--- src/rtl/stm_pkg.sv ---
package stm_pkg;
    localparam int   CNT_W      = 16;
    localparam int   BYTE_W     = 8;
    localparam int   ADDR_W     = 3;

    // register addresses
    localparam logic [2:0] ADDR_CTRL0  = 3'h0;
    localparam logic [2:0] ADDR_CTRL1  = 3'h1;
    localparam logic [2:0] ADDR_CNT_LO = 3'h2;
    localparam logic [2:0] ADDR_CNT_HI = 3'h3;
    localparam logic [2:0] ADDR_CMPA_LO = 3'h4;
    localparam logic [2:0] ADDR_CMPA_HI = 3'h5;
    localparam logic [2:0] ADDR_CMPP   = 3'h6;
    localparam logic [2:0] ADDR_FLAGS  = 3'h7;

    // field positions
    localparam int   POS_ON      = 3;
    localparam int   POS_MODE_HI = 7;
    localparam int   POS_MODE_LO = 6;
    localparam int   POS_PIN_HI  = 5;
    localparam int   POS_PIN_LO  = 4;
    localparam int   POS_OLVL    = 3;
    localparam int   POS_INV     = 2;
    localparam int   POS_SWAP    = 1;
    localparam int   POS_CLRSRC  = 0;
    localparam int   POS_FLAG_A  = 0;
    localparam int   POS_FLAG_P  = 1;

    localparam logic [7:0]  RESET_BYTE = 8'h00;
    localparam logic [15:0] CNT_ZERO   = 16'h0000;
    localparam logic [15:0] CNT_ONE    = 16'h0001;
    localparam logic [15:0] CNT_MAX    = 16'hFFFF;
    localparam logic [7:0]  CMPP_ZERO  = 8'h00;
    localparam logic [7:0]  BYTE_ONES  = 8'hFF;

    typedef enum logic [1:0] {
        STM_MODE_CMP   = 2'h0,
        STM_MODE_CAPT  = 2'h1,
        STM_MODE_PWM   = 2'h2,
        STM_MODE_TIMER = 2'h3
    } stm_mode_t;

    // pin function, compare mode / pwm mode meaning
    localparam logic [1:0] PIN_NONE_OR_INACT = 2'h0;
    localparam logic [1:0] PIN_LOW_OR_ACT    = 2'h1;
    localparam logic [1:0] PIN_HIGH_OR_PWM   = 2'h2;
    localparam logic [1:0] PIN_TOGGLE        = 2'h3;

    typedef struct packed {
        logic [1:0] timer_mode_sel;
        logic [1:0] pin_function_sel;
        logic       output_level_ctrl;
        logic       output_invert;
        logic       duty_period_swap;
        logic       clear_source_sel;
    } stm_ctrl_t;

    typedef struct packed {
        logic match_a;
        logic match_p;
        logic overflow;
    } stm_match_t;
endpackage

--- src/rtl/stm_counter.sv ---
// 16-bit up counter: clears on start, holds when off
module stm_counter #(
    parameter int W = 16
) (
    input  wire logic         i_mclk,    // system clock
    input  wire logic         i_resetn,  // sync reset, active low
    input  wire logic         i_ce,      // clock enable
    input  wire logic         i_tick,    // timer clock active edge
    input  wire logic         i_start,   // counter-on rising edge
    input  wire logic         i_run,     // counter-on level
    input  wire logic         i_clear,   // clear on this tick
    output logic [W-1:0]      o_count    // counter value
);
    always_ff @(posedge i_mclk) begin
        if (!i_resetn) begin
            o_count <= '0;
        end else if (i_ce) begin
            if (i_start) begin
                o_count <= '0;                                  // RULE_18
            end else if (i_run && i_tick) begin
                if (i_clear) begin
                    o_count <= '0;
                end else begin
                    o_count <= o_count + W'(1);                 // RULE_20
                end
            end
        end
    end
endmodule

--- src/rtl/stm_match.sv ---
// match detection on the current count; compare P checks the upper byte, with the lower byte at FF
module stm_match (
    input  wire logic [15:0]        i_count,   // counter value
    input  wire logic [15:0]        i_cmp_a,   // compare A value
    input  wire logic [7:0]         i_cmp_p,   // compare P value
    output stm_pkg::stm_match_t     o_match    // match terms
);
    always_comb begin
        // the next tick would make the counter reach the compare value
        o_match.match_a  = (i_cmp_a != stm_pkg::CNT_ZERO) &&
                           (i_count + stm_pkg::CNT_ONE == i_cmp_a);          // RULE_21 RULE_06
        o_match.match_p  = (i_cmp_p != stm_pkg::CMPP_ZERO) &&
                           (i_count[7:0] == stm_pkg::BYTE_ONES) &&
                           (i_count[15:8] + stm_pkg::BYTE_ONES == i_cmp_p - 8'h01
                            + stm_pkg::BYTE_ONES);                           // RULE_01 RULE_21
        o_match.overflow = (i_count == stm_pkg::CNT_MAX);
    end
endmodule

--- src/rtl/stm_timer.sv ---
// Operation
// (RULE_01) compare P matches counter upper byte
// (RULE_02) compare mode clears counter per clear source
// (RULE_03) source 0: clear on P, raise both
// (RULE_04) source 1: clear on A, only A flag
// (RULE_05) software keeps compare A nonzero here
// (RULE_06) compare A zero: overflow, no A flag
// (RULE_07) pin changes only on A match
// (RULE_08) A match sets, clears or toggles pin
// (RULE_09) counter start loads initial pin level
// (RULE_10) mode 11 counts but leaves pin alone
// (RULE_11) software selects PWM via mode, pin fields
// (RULE_12) PWM ignores clear source; swap exchanges roles
// (RULE_13) PWM raises A and P flags
// (RULE_14) PWM level bit sets active polarity
// (RULE_15) invert bit inverts the PWM output
// (RULE_16) duty at or above period: 100%
// (RULE_17) forced pin levels keep PWM running
// (RULE_18) start clears counter, stop holds it
// (RULE_19) level bit: initial level or polarity
// (RULE_20) counter increments on each timer tick
// (RULE_21) match when counter equals compare value
//
// Chosen here: strobed register access and the register offsets.
module stm_timer (
    input  wire logic        i_mclk,      // 25 MHz system clock
    input  wire logic        i_resetn,    // sync reset, active low
    input  wire logic        i_ce,        // clock enable, freezes all state
    input  wire logic        i_tick,      // one-cycle timer clock enable
    input  wire logic [2:0]  i_addr,      // register address
    input  wire logic [7:0]  i_wdata,     // write data
    input  wire logic        i_wr,        // write strobe
    input  wire logic        i_rd,        // read strobe
    output logic [7:0]       o_rdata,     // read data, cycle after strobe
    output logic             o_pin,       // output pin level
    output logic             o_pin_oe_n,  // pin driven when low
    output logic             o_match_a_flag, // sticky match A flag
    output logic             o_match_p_flag  // sticky match P flag
);
    stm_pkg::stm_ctrl_t  ctrl;
    logic                counter_on;
    logic                counter_on_d;
    logic [15:0]         compare_a_value;
    logic [7:0]          compare_p_value;
    logic [15:0]         count;
    logic                pin_state;
    stm_pkg::stm_match_t mt;
    stm_pkg::stm_mode_t  mode;
    logic                start;
    logic                step;
    logic                clr;
    logic                hit_a;
    logic                hit_p;
    logic                is_pwm;
    logic                pwm_act;
    logic [16:0]         period_len;
    logic [16:0]         duty_len;
    logic                wr_flags;
    logic                next_pin;

    assign mode   = stm_pkg::stm_mode_t'(ctrl.timer_mode_sel);
    assign is_pwm = (mode == stm_pkg::STM_MODE_PWM);
    assign start  = counter_on && !counter_on_d;
    assign step   = counter_on && i_tick && !start;
    assign wr_flags = i_wr && (i_addr == stm_pkg::ADDR_FLAGS);

    stm_match u_match (
        .i_count (count),
        .i_cmp_a (compare_a_value),
        .i_cmp_p (compare_p_value),
        .o_match (mt)
    );

    // register writes
    always_ff @(posedge i_mclk) begin
        if (!i_resetn) begin
            counter_on      <= 1'b0;
            ctrl            <= '0;
            compare_a_value <= stm_pkg::CNT_ZERO;
            compare_p_value <= stm_pkg::RESET_BYTE;
        end else if (i_ce && i_wr) begin
            unique case (i_addr)
                stm_pkg::ADDR_CTRL0:   counter_on <= i_wdata[stm_pkg::POS_ON];
                stm_pkg::ADDR_CTRL1:   ctrl <= i_wdata;
                stm_pkg::ADDR_CMPA_LO: compare_a_value[7:0] <= i_wdata;
                stm_pkg::ADDR_CMPA_HI: compare_a_value[15:8] <= i_wdata;
                stm_pkg::ADDR_CMPP:    compare_p_value <= i_wdata;
                default: ;
            endcase
        end
    end

    always_ff @(posedge i_mclk) begin
        if (!i_resetn) begin
            counter_on_d <= 1'b0;
        end else if (i_ce) begin
            counter_on_d <= counter_on;
        end
    end

    // match terms that take effect on this tick
    always_comb begin
        hit_a = step && mt.match_a;                             // RULE_06
        // compare P at zero acts as a full 65536 period via overflow
        hit_p = step && ((compare_p_value == stm_pkg::CMPP_ZERO) ? mt.overflow
                                                                 : mt.match_p); // RULE_01
        clr   = 1'b0;
        if (is_pwm) begin
            clr = ctrl.duty_period_swap ? mt.match_a : hit_p;   // RULE_12
            if (ctrl.duty_period_swap && compare_a_value == stm_pkg::CNT_ZERO) begin
                clr = mt.overflow;
            end
        end else if (ctrl.clear_source_sel) begin
            clr = mt.match_a || mt.overflow;                    // RULE_04 RULE_06
        end else begin
            clr = mt.match_p || mt.overflow;                    // RULE_02 RULE_03
        end
    end

    stm_counter #(.W(stm_pkg::CNT_W)) u_counter (
        .i_mclk   (i_mclk),
        .i_resetn (i_resetn),
        .i_ce     (i_ce),
        .i_tick   (i_tick),
        .i_start  (start),
        .i_run    (counter_on),
        .i_clear  (clr),
        .o_count  (count)
    );

    // sticky flags: set wins over a software clear in the same cycle
    always_ff @(posedge i_mclk) begin
        if (!i_resetn) begin
            o_match_a_flag <= 1'b0;
            o_match_p_flag <= 1'b0;
        end else if (i_ce) begin
            if (hit_a) begin
                o_match_a_flag <= 1'b1;                         // RULE_03 RULE_13
            end else if (wr_flags && i_wdata[stm_pkg::POS_FLAG_A]) begin
                o_match_a_flag <= 1'b0;
            end
            if (hit_p && (is_pwm || !ctrl.clear_source_sel)) begin
                o_match_p_flag <= 1'b1;                         // RULE_04 RULE_13
            end else if (wr_flags && i_wdata[stm_pkg::POS_FLAG_P]) begin
                o_match_p_flag <= 1'b0;
            end
        end
    end

    // compare-mode pin action; only counter start and compare A move it
    always_comb begin
        next_pin = pin_state;
        if (start) begin
            next_pin = ctrl.output_level_ctrl;                  // RULE_09 RULE_19
        end else if (hit_a && mode == stm_pkg::STM_MODE_CMP) begin
            unique case (ctrl.pin_function_sel)                 // RULE_07 RULE_08
                stm_pkg::PIN_NONE_OR_INACT: next_pin = pin_state;
                stm_pkg::PIN_LOW_OR_ACT:    next_pin = 1'b0;
                stm_pkg::PIN_HIGH_OR_PWM:   next_pin = 1'b1;
                stm_pkg::PIN_TOGGLE:        next_pin = !pin_state;
            endcase
        end
    end

    always_ff @(posedge i_mclk) begin
        if (!i_resetn) begin
            pin_state <= 1'b0;
        end else if (i_ce) begin
            pin_state <= next_pin;
        end
    end

    // pwm: active while count is below the duty length
    always_comb begin
        period_len = (compare_p_value == stm_pkg::CMPP_ZERO) ? 17'h10000
                                                             : {1'b0, compare_p_value, 8'h00};
        duty_len   = {1'b0, compare_a_value};
        if (ctrl.duty_period_swap) begin                        // RULE_12
            duty_len   = period_len;
            period_len = (compare_a_value == stm_pkg::CNT_ZERO) ? 17'h10000
                                                                : {1'b0, compare_a_value};
        end
        pwm_act = ({1'b0, count} < duty_len) || (duty_len >= period_len); // RULE_16
    end

    // output pin; timer mode leaves the pin undriven
    always_ff @(posedge i_mclk) begin
        if (!i_resetn) begin
            o_pin      <= 1'b0;
            o_pin_oe_n <= 1'b1;
        end else if (i_ce) begin
            o_pin_oe_n <= (mode == stm_pkg::STM_MODE_TIMER) ||
                          (mode == stm_pkg::STM_MODE_CAPT);     // RULE_10
            if (is_pwm) begin
                // level bit picks active high; forced levels keep counting
                unique case (ctrl.pin_function_sel)             // RULE_14 RULE_17
                    stm_pkg::PIN_NONE_OR_INACT:
                        o_pin <= !ctrl.output_level_ctrl ^ ctrl.output_invert;
                    stm_pkg::PIN_LOW_OR_ACT:
                        o_pin <= ctrl.output_level_ctrl ^ ctrl.output_invert;
                    default:
                        o_pin <= (pwm_act ~^ ctrl.output_level_ctrl) ^ ctrl.output_invert; // RULE_15 RULE_19
                endcase
            end else begin
                o_pin <= next_pin ^ ctrl.output_invert;
            end
        end
    end

    // register reads
    always_ff @(posedge i_mclk) begin
        if (!i_resetn) begin
            o_rdata <= stm_pkg::RESET_BYTE;
        end else if (i_ce && i_rd) begin
            unique case (i_addr)
                stm_pkg::ADDR_CTRL0:   o_rdata <= {4'h0, counter_on, 3'h0};
                stm_pkg::ADDR_CTRL1:   o_rdata <= ctrl;
                stm_pkg::ADDR_CNT_LO:  o_rdata <= count[7:0];
                stm_pkg::ADDR_CNT_HI:  o_rdata <= count[15:8];
                stm_pkg::ADDR_CMPA_LO: o_rdata <= compare_a_value[7:0];
                stm_pkg::ADDR_CMPA_HI: o_rdata <= compare_a_value[15:8];
                stm_pkg::ADDR_CMPP:    o_rdata <= compare_p_value;
                stm_pkg::ADDR_FLAGS:   o_rdata <= {6'h00, o_match_p_flag, o_match_a_flag};
            endcase
        end
    end

    a_start_clears: assert property (@(posedge i_mclk) disable iff (!i_resetn) // RULE_18
        (i_ce && start) |=> (count == stm_pkg::CNT_ZERO))
        else $error("counter not cleared on start");

    a_stop_holds: assert property (@(posedge i_mclk) disable iff (!i_resetn) // RULE_18
        (i_ce && !counter_on && !start) |=> $stable(count))
        else $error("stopped counter moved");

    a_count_step: assert property (@(posedge i_mclk) disable iff (!i_resetn) // RULE_20
        (i_ce && step && !clr) |=> (count == $past(count) + stm_pkg::CNT_ONE))
        else $error("counter did not increment");

    a_no_p_flag: assert property (@(posedge i_mclk) disable iff (!i_resetn) // RULE_04
        (i_ce && !is_pwm && ctrl.clear_source_sel && !o_match_p_flag) |=> !o_match_p_flag)
        else $error("match P flag raised with clear source A");

    a_a_zero_noflag: assert property (@(posedge i_mclk) disable iff (!i_resetn) // RULE_06
        (i_ce && compare_a_value == stm_pkg::CNT_ZERO && !o_match_a_flag
         && !(i_wr && i_addr[2:1] == 2'h2)) |=> !o_match_a_flag)
        else $error("match A flag with compare A zero");

    a_flag_set: assert property (@(posedge i_mclk) disable iff (!i_resetn) // RULE_13
        (i_ce && hit_a) |=> o_match_a_flag)
        else $error("match A flag not set");

    a_cmp_clear_a: assert property (@(posedge i_mclk) disable iff (!i_resetn) // RULE_04
        (i_ce && step && !is_pwm && ctrl.clear_source_sel && mt.match_a)
        |=> (count == stm_pkg::CNT_ZERO))
        else $error("counter not cleared on A match");

    a_timer_nopin: assert property (@(posedge i_mclk) disable iff (!i_resetn) // RULE_10
        (i_ce && mode == stm_pkg::STM_MODE_TIMER) |=> o_pin_oe_n)
        else $error("pin driven in timer mode");

    a_pin_init: assert property (@(posedge i_mclk) disable iff (!i_resetn) // RULE_09
        (i_ce && start && mode == stm_pkg::STM_MODE_CMP)
        |=> (o_pin == ($past(ctrl.output_level_ctrl) ^ $past(ctrl.output_invert))))
        else $error("pin not set to initial level");

    a_p_flag_set: assert property (@(posedge i_mclk) disable iff (!i_resetn) // RULE_03 RULE_13
        (i_ce && hit_p && (is_pwm || !ctrl.clear_source_sel)) |=> o_match_p_flag)
        else $error("match P flag not set");

    a_p_clears_cnt: assert property (@(posedge i_mclk) disable iff (!i_resetn) // RULE_02 RULE_03
        (i_ce && step && !is_pwm && !ctrl.clear_source_sel && mt.match_p)
        |=> (count == stm_pkg::CNT_ZERO))
        else $error("counter not cleared on P match");

    a_p_period: assert property (@(posedge i_mclk) disable iff (!i_resetn) // RULE_01
        (i_ce && hit_p && compare_p_value != stm_pkg::CMPP_ZERO)
        |-> ((count[15:8] == compare_p_value - 8'h01) && (count[7:0] == stm_pkg::BYTE_ONES)))
        else $error("P match off its 256-tick boundary");

    a_a_reached: assert property (@(posedge i_mclk) disable iff (!i_resetn) // RULE_21
        (i_ce && hit_a && !clr) |=> (count == $past(compare_a_value)))
        else $error("counter did not reach compare A");

    a_pin_only_a: assert property (@(posedge i_mclk) disable iff (!i_resetn) // RULE_07
        (i_ce && !start && !(hit_a && mode == stm_pkg::STM_MODE_CMP)) |=> $stable(pin_state))
        else $error("pin changed without an A match");

    a_pin_high: assert property (@(posedge i_mclk) disable iff (!i_resetn) // RULE_08
        (i_ce && hit_a && mode == stm_pkg::STM_MODE_CMP
         && ctrl.pin_function_sel == stm_pkg::PIN_HIGH_OR_PWM) |=> pin_state)
        else $error("pin not driven high on A match");

    a_pin_low: assert property (@(posedge i_mclk) disable iff (!i_resetn) // RULE_08
        (i_ce && hit_a && mode == stm_pkg::STM_MODE_CMP
         && ctrl.pin_function_sel == stm_pkg::PIN_LOW_OR_ACT) |=> !pin_state)
        else $error("pin not driven low on A match");

    a_pin_toggle: assert property (@(posedge i_mclk) disable iff (!i_resetn) // RULE_08
        (i_ce && hit_a && mode == stm_pkg::STM_MODE_CMP
         && ctrl.pin_function_sel == stm_pkg::PIN_TOGGLE) |=> (pin_state != $past(pin_state)))
        else $error("pin not toggled on A match");

    a_pwm_full: assert property (@(posedge i_mclk) disable iff (!i_resetn) // RULE_16
        (i_ce && is_pwm && ctrl.pin_function_sel == stm_pkg::PIN_HIGH_OR_PWM
         && duty_len >= period_len)
        |=> (o_pin == ($past(ctrl.output_level_ctrl) ^ $past(ctrl.output_invert))))
        else $error("full duty did not hold the pin active");

    a_pwm_active: assert property (@(posedge i_mclk) disable iff (!i_resetn) // RULE_14
        (i_ce && is_pwm && ctrl.pin_function_sel == stm_pkg::PIN_LOW_OR_ACT)
        |=> (o_pin == ($past(ctrl.output_level_ctrl) ^ $past(ctrl.output_invert))))
        else $error("forced active level wrong");

    a_pwm_inactive: assert property (@(posedge i_mclk) disable iff (!i_resetn) // RULE_14 RULE_19
        (i_ce && is_pwm && ctrl.pin_function_sel == stm_pkg::PIN_NONE_OR_INACT)
        |=> (o_pin != ($past(ctrl.output_level_ctrl) ^ $past(ctrl.output_invert))))
        else $error("forced inactive level wrong");

    // with the swap bit set compare A ends the period, so its match restarts the count
    a_pwm_swap_clr: assert property (@(posedge i_mclk) disable iff (!i_resetn) // RULE_12
        (i_ce && is_pwm && ctrl.duty_period_swap && step && mt.match_a)
        |=> (count == stm_pkg::CNT_ZERO))
        else $error("swapped period did not clear the counter");
endmodule

--- config.mk ---
export PLATFORM = sky130hd
export DESIGN_NAME = stm_timer
export DESIGN_NICKNAME = d
export VERILOG_FILES = /design/src/rtl/stm_pkg.sv /design/src/rtl/stm_counter.sv /design/src/rtl/stm_match.sv /design/src/rtl/stm_timer.sv
export SDC_FILE = /design/constraint.sdc
export NUM_CORES = 1
export LEC_CHECK = 0
export BUFFER_PORTS_ARGS = -buffer_cell sky130_fd_sc_hd__buf_2
export CORE_ASPECT_RATIO = 1.25
export CORE_MARGIN = 3
export CORE_UTILIZATION = 45
export CTS_BUF_LIST = sky130_fd_sc_hd__clkbuf_8
export CTS_CLUSTER_SIZE = 25
export DETAILED_ROUTE_END_ITERATION = 12
export SLEW_MARGIN = 20
export SYNTH_ARGS = -nofsm -noshare
export SYNTH_HDL_FRONTEND = slang
export SYNTH_SLANG_ARGS = --single-unit
--- constraint.sdc ---
create_clock -name i_mclk -period 3.89 [get_ports i_mclk]
set_input_delay 0.5835 -clock i_mclk [delete_from_list [all_inputs] [get_ports i_mclk]]
set_output_delay 0.5835 -clock i_mclk [all_outputs]
set_load 0.05 [all_outputs]
==> results of run 1 <==
-- power by group --
part | switching (mW) | internal (mW) | leakage [nW] | total (mW)
sequential | 0.0126 | 0.654 | 0.509 | 0.667
combinational | 0.101 | 0.0546 | 1.55 | 0.156
clock | 0.295 | 0.238 | 0.0877 | 0.534
total | 0.409 | 0.947 | 2.14 | 1.36
-- critical path: cells and delay by family, from the launching register on --
kind / cells / cell delay [ns]
flops: 1 / 0.57
compound gates: 4 / 0.90
simple gates: 5 / 1.62
fa+ha+maj: 1 / 0.42
-- synth_stat cells, types with 7 or more instances --
| library cell | number | area [µm²] |
|---|---|---|
| dfxtp_1 | 63 | 1261 |
| ha_1 | 28 | 350.3 |
| clkbuf_1 | 25 | 93.84 |
| nand3_1 | 13 | 65.06 |
| nor3b_1 | 8 | 60.06 |
| nor3_1 | 8 | 40.04 |
| a21oi_1 | 41 | 205.2 |
| nand4_1 | 9 | 56.30 |
| mux2_2 | 12 | 135.1 |
| a21o_1 | 8 | 60.06 |
| nand2b_1 | 7 | 43.79 |
| a211oi_1 | 9 | 67.56 |
| mux2i_1 | 51 | 510.5 |
| a31oi_1 | 8 | 50.05 |
| nand2_1 | 49 | 183.9 |
| inv_1 | 22 | 82.58 |
| xor2_1 | 10 | 87.58 |
| nor4_1 | 10 | 62.56 |
| xnor2_1 | 20 | 175.2 |
| nor2b_1 | 8 | 50.05 |
| nor2_1 | 71 | 266.5 |
| or3_1 | 7 | 43.79 |
| o21ai_0 | 23 | 115.1 |
-- worst paths after layout --
path / start / to / slack [ns] / depth (start not counted)
worst min-delay path: o_rdata[1] / o_rdata[1] / 0.46 / 2
worst min register to register: o_rdata[1] / o_rdata[1] / 0.46 / 2
worst max-delay path: u_counter.o_count[0] / u_counter.o_count[14] / 0.27 / 10
worst max register to register: u_counter.o_count[0] / u_counter.o_count[14] / 0.27 / 10
-- sequential cells by signal, summed over array words and instances (netlist names) --
signal,flops
compare_a_value,16
compare_p_value,8
counter_on,1
counter_on_d,1
ctrl,6
mode,2
o_match_a_flag,1
o_match_p_flag,1
o_pin,1
o_pin_oe_n,1
o_rdata,8
pin_state,1
u_counter.o_count,16
-- routing by layer --
layer  vias to the layer above  routed length (µm)
met3                        45                 627
met2                       163                7614
met5                         -                   0
met1                      2236                6398
li1                       2230                   -
met4                         0                 792
-- stage by stage --
| step | util | instance area, µm² | instances | worst slack, ns | hold WS (ns) |
|---|---|---|---|---|---|
| floorplan | - | 5007 | 608 | 0.7292 | 0.4855 |
| global placement | 0.4852 | 5201 | 740 | 0.4299 | 0.4431 |
| detailed placement | 0.4852 | 5201 | 740 | 0.3277 | 0.4554 |
| CTS | 0.5021 | 5383 | 756 | 0.2963 | 0.4670 |
| global route | 0.5021 | 5383 | 756 | 0.07788 | 0.5033 |
| finish | 0.5021 | 5383 | 756 | 0.2673 | 0.4604 |
-- kinds of logic (layout without fill, tap and decap cells) --
family	Yosys count	after routing	synth area share
AOI/OAI and AO/OA	129	129	0.1674
adders and majority gates	28	28	0.06997
buffers and inverters	67	83	0.06347
DFF	63	63	0.2519
xor gates and xnor gates	35	35	0.07496
and+or+nand+nor	221	221	0.2344
muxes	65	65	0.1379
-- cells in the final DEF (no fill, tap or decap), types with 4 or more instances in the layout --
| master | n |
|---|---|
| mux2_2 | 12 |
| xnor3_1 | 5 |
| a221oi_1 | 5 |
| buf_4 | 16 |
| a31oi_1 | 8 |
| buf_2 | 28 |
| a21o_1 | 8 |
| ha_1 | 28 |
| nand2b_1 | 7 |
| xor2_1 | 10 |
| nor3_1 | 8 |
| nor3b_1 | 8 |
| nand3_1 | 13 |
| and4_1 | 6 |
| nor2_1 | 71 |
| inv_1 | 22 |
| xnor2_1 | 20 |
| nand2_1 | 49 |
| nor4_1 | 10 |
| a22oi_1 | 4 |
| o31ai_1 | 6 |
| a211oi_1 | 9 |
| clkbuf_8 | 9 |
| nor2b_1 | 8 |
| dfxtp_1 | 63 |
| nand4_1 | 9 |
| or3_1 | 7 |
| or4_1 | 5 |
| a21oi_1 | 41 |
| mux2i_1 | 51 |
| o21ai_0 | 23 |
-- area by class of cell --
| class | instances | area [µm²] | share of cell area |
|---|---|---|---|
| clock inverters | 7 | 57.56 | 0.01069 |
| multi-input cells | 478 | 3428 | 0.6369 |
| flip-flops and latches | 63 | 1261 | 0.2343 |
| well taps | 132 | 165.2 | 0.03068 |
| clock buffers | 9 | 123.9 | 0.02301 |
| inverters | 23 | 86.33 | 0.01604 |
| repair buffers | 44 | 260.3 | 0.04835 |
==> impl_metrics.yaml, run 1 <==
status:
  status: "finished clean"
floorplan:
  die-height_um: 123.9
  coreArea_um2: 10720
  row_count: 42
  die_w_um: 100.4
  initial_utilization: 0.4671
  dieArea_um2: 12440
  ios: 29
finish:
  area_delta_synth_final_pct: 7.496
  fillers: 1085
  drive_above_1_share: 0.1506
  antenna_cells: 0
  fin_nets: 664
drt:
  via_per_inst: 6.183
  vias: 4674
  wirelength_mm: 15.43
  ant_nets: 0
  wire_per_inst_um: 20.41
  first_iter_violations: 306
  drc_errors: 0
  dr.pass1.iters: 5
placement:
  dp_hpwl_mm: 11.93
  gp_congestion: 0.9345
  io_buffers: 28
critical_path:
  worstSetupStartpointType: "flip-flop"
  worstPathCellList: "ha_1 > nand4_2 > nor3_1 > o21ai_0 > or4_1 > or4_1 > o21ai_2 > a21o_2 > nor2_1 > a211o_1"
  cpPeakStageDelay_ns: 0.57
  crit_type: "flip-flop to flip-flop"
  worstPathArrival_ns: 3.86
  cp.required_ns: 4.13
  cp_max_fo: 17
  crit_path_top_delay_cell: "dfxtp_1"
  crit_top_cell: "or4_1"
  end_kind: "flip-flop"
global_routing:
  grt_max_degree: 52
  grt.total_usage: 0.2544
  met2_usage: 0.4337
  overflow: 0
  use_met1: 0.3083
  busiest_layer: "met2"
  grt_pass1_wl_mm: 24.21
  use_met3: 0.03473
  grt_pass1_vias: 4473
  antenna_found_initial: 0
clock_tree:
  clock_sinks: 63
  cts_buffers: 9
  post-cts-setup-buffer-count: 0
  cts.htree.levels: 3
  hold_buffers: 0
  cts_tree: "built"
  cts_resized: 0
  path_clk_slew_ns: 0.08
  cts.path.max_buffers: 2
  insertion_delay_ns: 0.35
  cts-root-buf: "clkbuf_8"
timing:
  tightest_slew_ns: 0.9864
  slew_violations: 0
  min_period_over_period: 0.9313
  fin_skew_ns: 0.01050
  slew_headroom: 0.3400
  hold_viol_final: 0
  period_needed_ns: 3.623
  rsz0062_at_grt: "no"
  fmax_mhz: 276.0
  setup-violations-final: 0
  tns_ns: 0
synthesis:
  ys_warn_count: 0
  syn_inst: 608
  avgSynthCellArea_um2: 8.236
  syn_nets: 653
  synth-seq-cells: 63
  ys.flop_type: "dfxtp_1"
  async_flop_share: 0
  syn_area_um2: 5007
  yosysSeqAreaShare: 0.2519
  synth_cell_types: 69
  synth_edf_count: 0
flow_run:
  drv_cap: 0
pwr:
  p_leak_nw: 2.145
  cellPowerDensity_nw_per_um2: 251.9
  power_mw: 1.356
  ir_drop_v: 0.0002529
hold_path:
  hp-class: "flip-flop to flip-flop"
No activity file was read; power rests on OpenSTA's default activity.
==> run 2, diff against run 1 <==
- CORE_UTILIZATION: 45 -> 51
- PLACE_DENSITY: unset -> 0.69
==> impl_metrics.yaml, run 2 (synthesized netlist as in run 1, its figures left out) <==
clock_tree:
  post-cts-setup-buffer-count: 0
  clock_sinks: 63
  insertion_delay_ns: 0.35
  cts_buffers: 9
  cts_resized: 0
  cts.htree.levels: 3
  path_clk_slew_ns: 0.08
  cts_tree: "built"
  cts.path.max_buffers: 2
  hold_buffers: 0
  cts-root-buf: "clkbuf_8"
hold_path:
  whs_path_depth: 2
  hp-class: "flip-flop to flip-flop"
critical_path:
  worstSetupStartpointType: "flip-flop"
  cp_max_fo: 17
  crit_type: "flip-flop to flip-flop"
  r2r-end: "u_counter.o_count[14]"
  reg2reg_depth: 10
  worstPathArrival_ns: 3.87
  crit_path_end: "u_counter.o_count[14]"
  regToRegSetupSlack_ns: 0.26
  crit_start: "u_counter.o_count[0]"
  cp.required_ns: 4.13
  regToRegStartpoint: "u_counter.o_count[0]"
  end_kind: "flip-flop"
global_routing:
  use_met1: 0.3646
  overflow: 0
  antenna_found_initial: 0
  use_met3: 0.04923
  grt_pass1_vias: 4506
  grt_pass1_wl_mm: 24.27
  busiest_layer: "met2"
  grt.total_usage: 0.2898
  met2_usage: 0.4788
  grt_max_degree: 52
drt:
  first_iter_violations: 385
  wirelength_mm: 15.33
  dr.pass1.iters: 5
  wire_per_inst_um: 20.49
  drc_errors: 0
  ant_nets: 0
  via_per_inst: 6.322
  vias: 4729
finish:
  fin_nets: 665
  area_delta_synth_final_pct: 7.421
  fillers: 902
  reg.largest.list: "compare_a_value (16), u_counter.o_count (16)"
  final_common_cell: "nor2_1"
  antenna_cells: 0
  layout_common_cells: "nor2_1, dfxtp_1, mux2i_1, nand2_1, a21oi_1"
  drive_above_1_share: 0.1520
floorplan:
  initial_utilization: 0.5345
  coreArea_um2: 9369
  die-height_um: 116.8
  row_count: 39
  dieArea_um2: 11050
  ios: 29
  die_w_um: 94.63
timing:
  hold_viol_final: 0
  setup-violations-final: 0
  slew_violations: 0
  tns_ns: 0
  period_needed_ns: 3.631
  tightest_slew_ns: 0.9576
  fmax_mhz: 275.4
  rsz0062_at_grt: "no"
  min_period_over_period: 0.9334
  slew_headroom: 0.3593
  fin_skew_ns: 0.009537
flow_run:
  drv_cap: 0
placement:
  gp_congestion: 0.9904
  io_buffers: 28
  dp_hpwl_mm: 11.54
status:
  status: "finished clean"
pwr:
  p_leak_nw: 2.150
  cellPowerDensity_nw_per_um2: 253.0
  ir_drop_v: 0.0003236
  power_mw: 1.361
-- run 2: changes by cell type in the layout (fill, tap and decap cells not counted) --
| cell | previous run | this run |
|---|---|---|
| buf_4 | 16 | 17 |
-- run 2: where the power goes --
part,switching (mW),total [mW],leakage [nW],internal [mW]
clock network,0.301,0.539,0.0877,0.238
registers,0.0129,0.667,0.509,0.654
logic,0.101,0.155,1.55,0.0544
-- run 2: cell type report --
class / count / area [µm²] / share of cell area
timing repair buffer: 45 / 267.8 / 0.04978
multi-input combinational: 478 / 3428 / 0.6374
sequential: 63 / 1261 / 0.2345
inverter: 23 / 86.33 / 0.01605
clock buffer: 9 / 123.9 / 0.02303
clock inverter: 7 / 57.56 / 0.01070
tap: 123 / 153.9 / 0.02861
-- run 2: worst max-delay path, cell delays in order (launching register included) --
cell and delay (ns):
dfxtp_1 0.54, ha_1 0.43, nand4_2 0.24, nor3_1 0.34, o21ai_0 0.14, or4_1 0.47, or4_1 0.48, o21ai_2 0.12
a21o_2 0.36, nor2_1 0.10, a211o_1 0.28
-- run 2: worst min path at each step --
stage / end / slack, ns / from
CTS: o_rdata[2] / 0.46 / o_rdata[2]
floorplan: counter_on_d / 0.49 / counter_on_d
global route: o_rdata[2] / 0.48 / o_rdata[2]
finish: o_rdata[2] / 0.46 / o_rdata[2]
detailed placement: o_rdata[2] / 0.45 / o_rdata[2]
global placement: o_rdata[1] / 0.44 / o_rdata[1]
-- run 2: metrics by stage --
step                setup WS, ns  instances  hold slack (ns)    util  area, µm²
finish                    0.2591        748           0.4619  0.5741       5379
global route             0.03757        748           0.4779  0.5741       5379
CTS                       0.2881        748           0.4593  0.5741       5379
detailed placement        0.3674        732           0.4476  0.5548       5197
global placement          0.5005        732           0.4437  0.5548       5197
floorplan                 0.7292        608           0.4855       -       5007
-- run 2: layer usage --
layer / part of all wire / vias to the layer above
met4: 0.058 / 0
li1: - / 2219
met3: 0.069 / 56
met2: 0.47 / 210
met1: 0.41 / 2244
met5: 0 / -
==> run 3, diff against run 2 <==
- RECOVER_POWER: unset -> 25
==> impl_metrics.yaml, run 3 (synthesized netlist as in run 1, its figures left out) <==
status:
  status: "finished with violations"
  violations: "max-capacitance violations, max-slew violations"
finish:
  fillers: 904
  final_cell_area_um2: 5358
  area_delta_synth_final_pct: 6.997
  drive_above_1_share: 0.1280
  reg.largest.list: "compare_a_value (16), u_counter.o_count (16)"
  antenna_cells: 0
  fin_nets: 665
  layout_common_cells: "nor2_1, dfxtp_1, mux2i_1, nand2_1, a21oi_1"
  final_common_cell: "nor2_1"
  fin_util: 0.5718
placement:
  dp_hpwl_mm: 11.54
  dpl_cell_area_um2: 5197
  gp_congestion: 0.9904
  io_buffers: 28
drt:
  highest_layer: "met4"
  dr.pass1.iters: 5
  met1_length_mm: 6.256
  first_iter_violations: 345
  wl_met2_mm: 7.197
  wirelength_mm: 15.26
  via_per_inst: 6.342
  drc_errors: 0
  wl_met3_um: 957
  vias: 4744
  wire_per_inst_um: 20.39
  ant_nets: 0
timing:
  slew_headroom: -0.4882
  fmax_mhz: 275.0
  tns_ns: 0
  min_period_over_period: 0.9347
  setup-violations-final: 0
  tightest_slew_ns: 2.232
  hold_viol_final: 0
  hold_ws_ns: 0.4649
  fin_skew_ns: 0.009917
  period_needed_ns: 3.636
  rsz0062_at_grt: "no"
  slew_violations: 52
pwr:
  power_switching_uw: 414.6
  ir_drop_v: 0.0003234
  swShare: 0.3050
  p_int_uw: 945.0
  cellPowerDensity_nw_per_um2: 253.8
  p_comb_frac: 0.113
  power_mw: 1.360
  p_leak_nw: 2.093
  power_frac_seq: 0.491
  clkPwrFrac: 0.397
flow_run:
  drv_cap: 1
critical_path:
  worstSetupStartpointType: "flip-flop"
  cp.required_ns: 4.14
  crit_start: "u_counter.o_count[0]"
  cp_max_fo: 17
  cp_top_family: "simple AND/OR/NAND/NOR gates"
  cp.buffers_inverters: 0
  regToRegStartpoint: "u_counter.o_count[0]"
  end_kind: "flip-flop"
  worstPathArrival_ns: 3.88
  crit_type: "flip-flop to flip-flop"
  crit_path_top_delay_cell: "dfxtp_1"
  crit_top_cell: "or4_1"
  worstPathCellList: "ha_1 > nand4_2 > nor3_1 > o21ai_0 > or4_1 > or4_1 > o21ai_2 > a21o_2 > o22ai_1 > a21o_1"
  cpPeakStageDelay_ns: 0.54
hold_path:
  worstHoldStart: "o_rdata[2]"
  hp-class: "flip-flop to flip-flop"
floorplan:
  die-height_um: 116.8
  initial_utilization: 0.5345
  ios: 29
  row_count: 39
  dieArea_um2: 11050
  coreArea_um2: 9369
  die_w_um: 94.63
clock_tree:
  cts.htree.levels: 3
  cts_tree: "built"
  hold_buffers: 0
  cts_resized: 0
  path_clk_slew_ns: 0.08
  insertion_delay_ns: 0.35
  cts.path.max_buffers: 2
  post-cts-setup-buffer-count: 0
  clock_sinks: 63
  cts-root-buf: "clkbuf_8"
  cts_buffers: 9
global_routing:
  overflow: 0
  grt.total_usage: 0.2898
  grt_pass1_vias: 4506
  grt_max_degree: 52
  antenna_found_initial: 0
  grt_pass1_wl_mm: 24.27
[run 3: changes by cell type in the layout (fill, tap and decap cells not counted), sizes merged]
cell / previous run / this run
buf: 45 / 30
clkbuf: 9 / 24
[run 3: power by group through the flow]
stage | Combinational (mW) | Clock (mW) | Sequential, mW
2_1_floorplan | 0.0944 | 0 | 0.692
3_3_place_gp | 0.151 | 0 | 0.681
3_5_place_dp | 0.153 | 0 | 0.682
4_1_cts | 0.154 | 0.546 | 0.666
5_1_grt | 0.168 | 0.573 | 0.668
6_report | 0.153 | 0.539 | 0.667
[run 3: area by class of cell]
| type | count | area (µm²) | share of cell area |
|---|---|---|---|
| Sequential cell | 63 | 1261 | 0.2354 |
| Clock buffer | 9 | 123.9 | 0.02312 |
| Clock inverter | 7 | 57.56 | 0.01074 |
| Timing Repair Buffer | 45 | 246.5 | 0.04601 |
| Inverter | 23 | 86.33 | 0.01611 |
| Tap cell | 123 | 153.9 | 0.02872 |
| Multi-Input combinational cell | 478 | 3428 | 0.6399 |
[run 3: metal layers]
layer / global-route usage / up-vias
met5: 0 / -
met4: 0.1444 / 0
met3: 0.04923 / 52
met2: 0.4788 / 189
met1: 0.3646 / 2282
li1: - / 2221
[run 3: worst min-delay path, delay by kind of cell (launching register included)]
family           cells  cell delay [ns]
AO/OA/AOI/OAI        1             0.05
flip-flops           1             0.32
AND/OR/NAND/NOR      1             0.05
[run 3: through the flow]
step	cells	setup WS [ns]
final	748	0.2540
after CTS	748	0.2881
after global placement	732	0.5005
after global routing	748	0.02343
after floorplan	608	0.7292
after detailed placement	732	0.3674
[run 3: path summary, 6_finish.rpt]
path	to	slack (ns)	cells past startpoint
setup / recovery	u_counter.o_count[8]	0.25	10
hold / removal	o_rdata[2]	0.46	2
setup reg to reg	u_counter.o_count[8]	0.25	10
hold reg to reg	o_rdata[2]	0.46	2
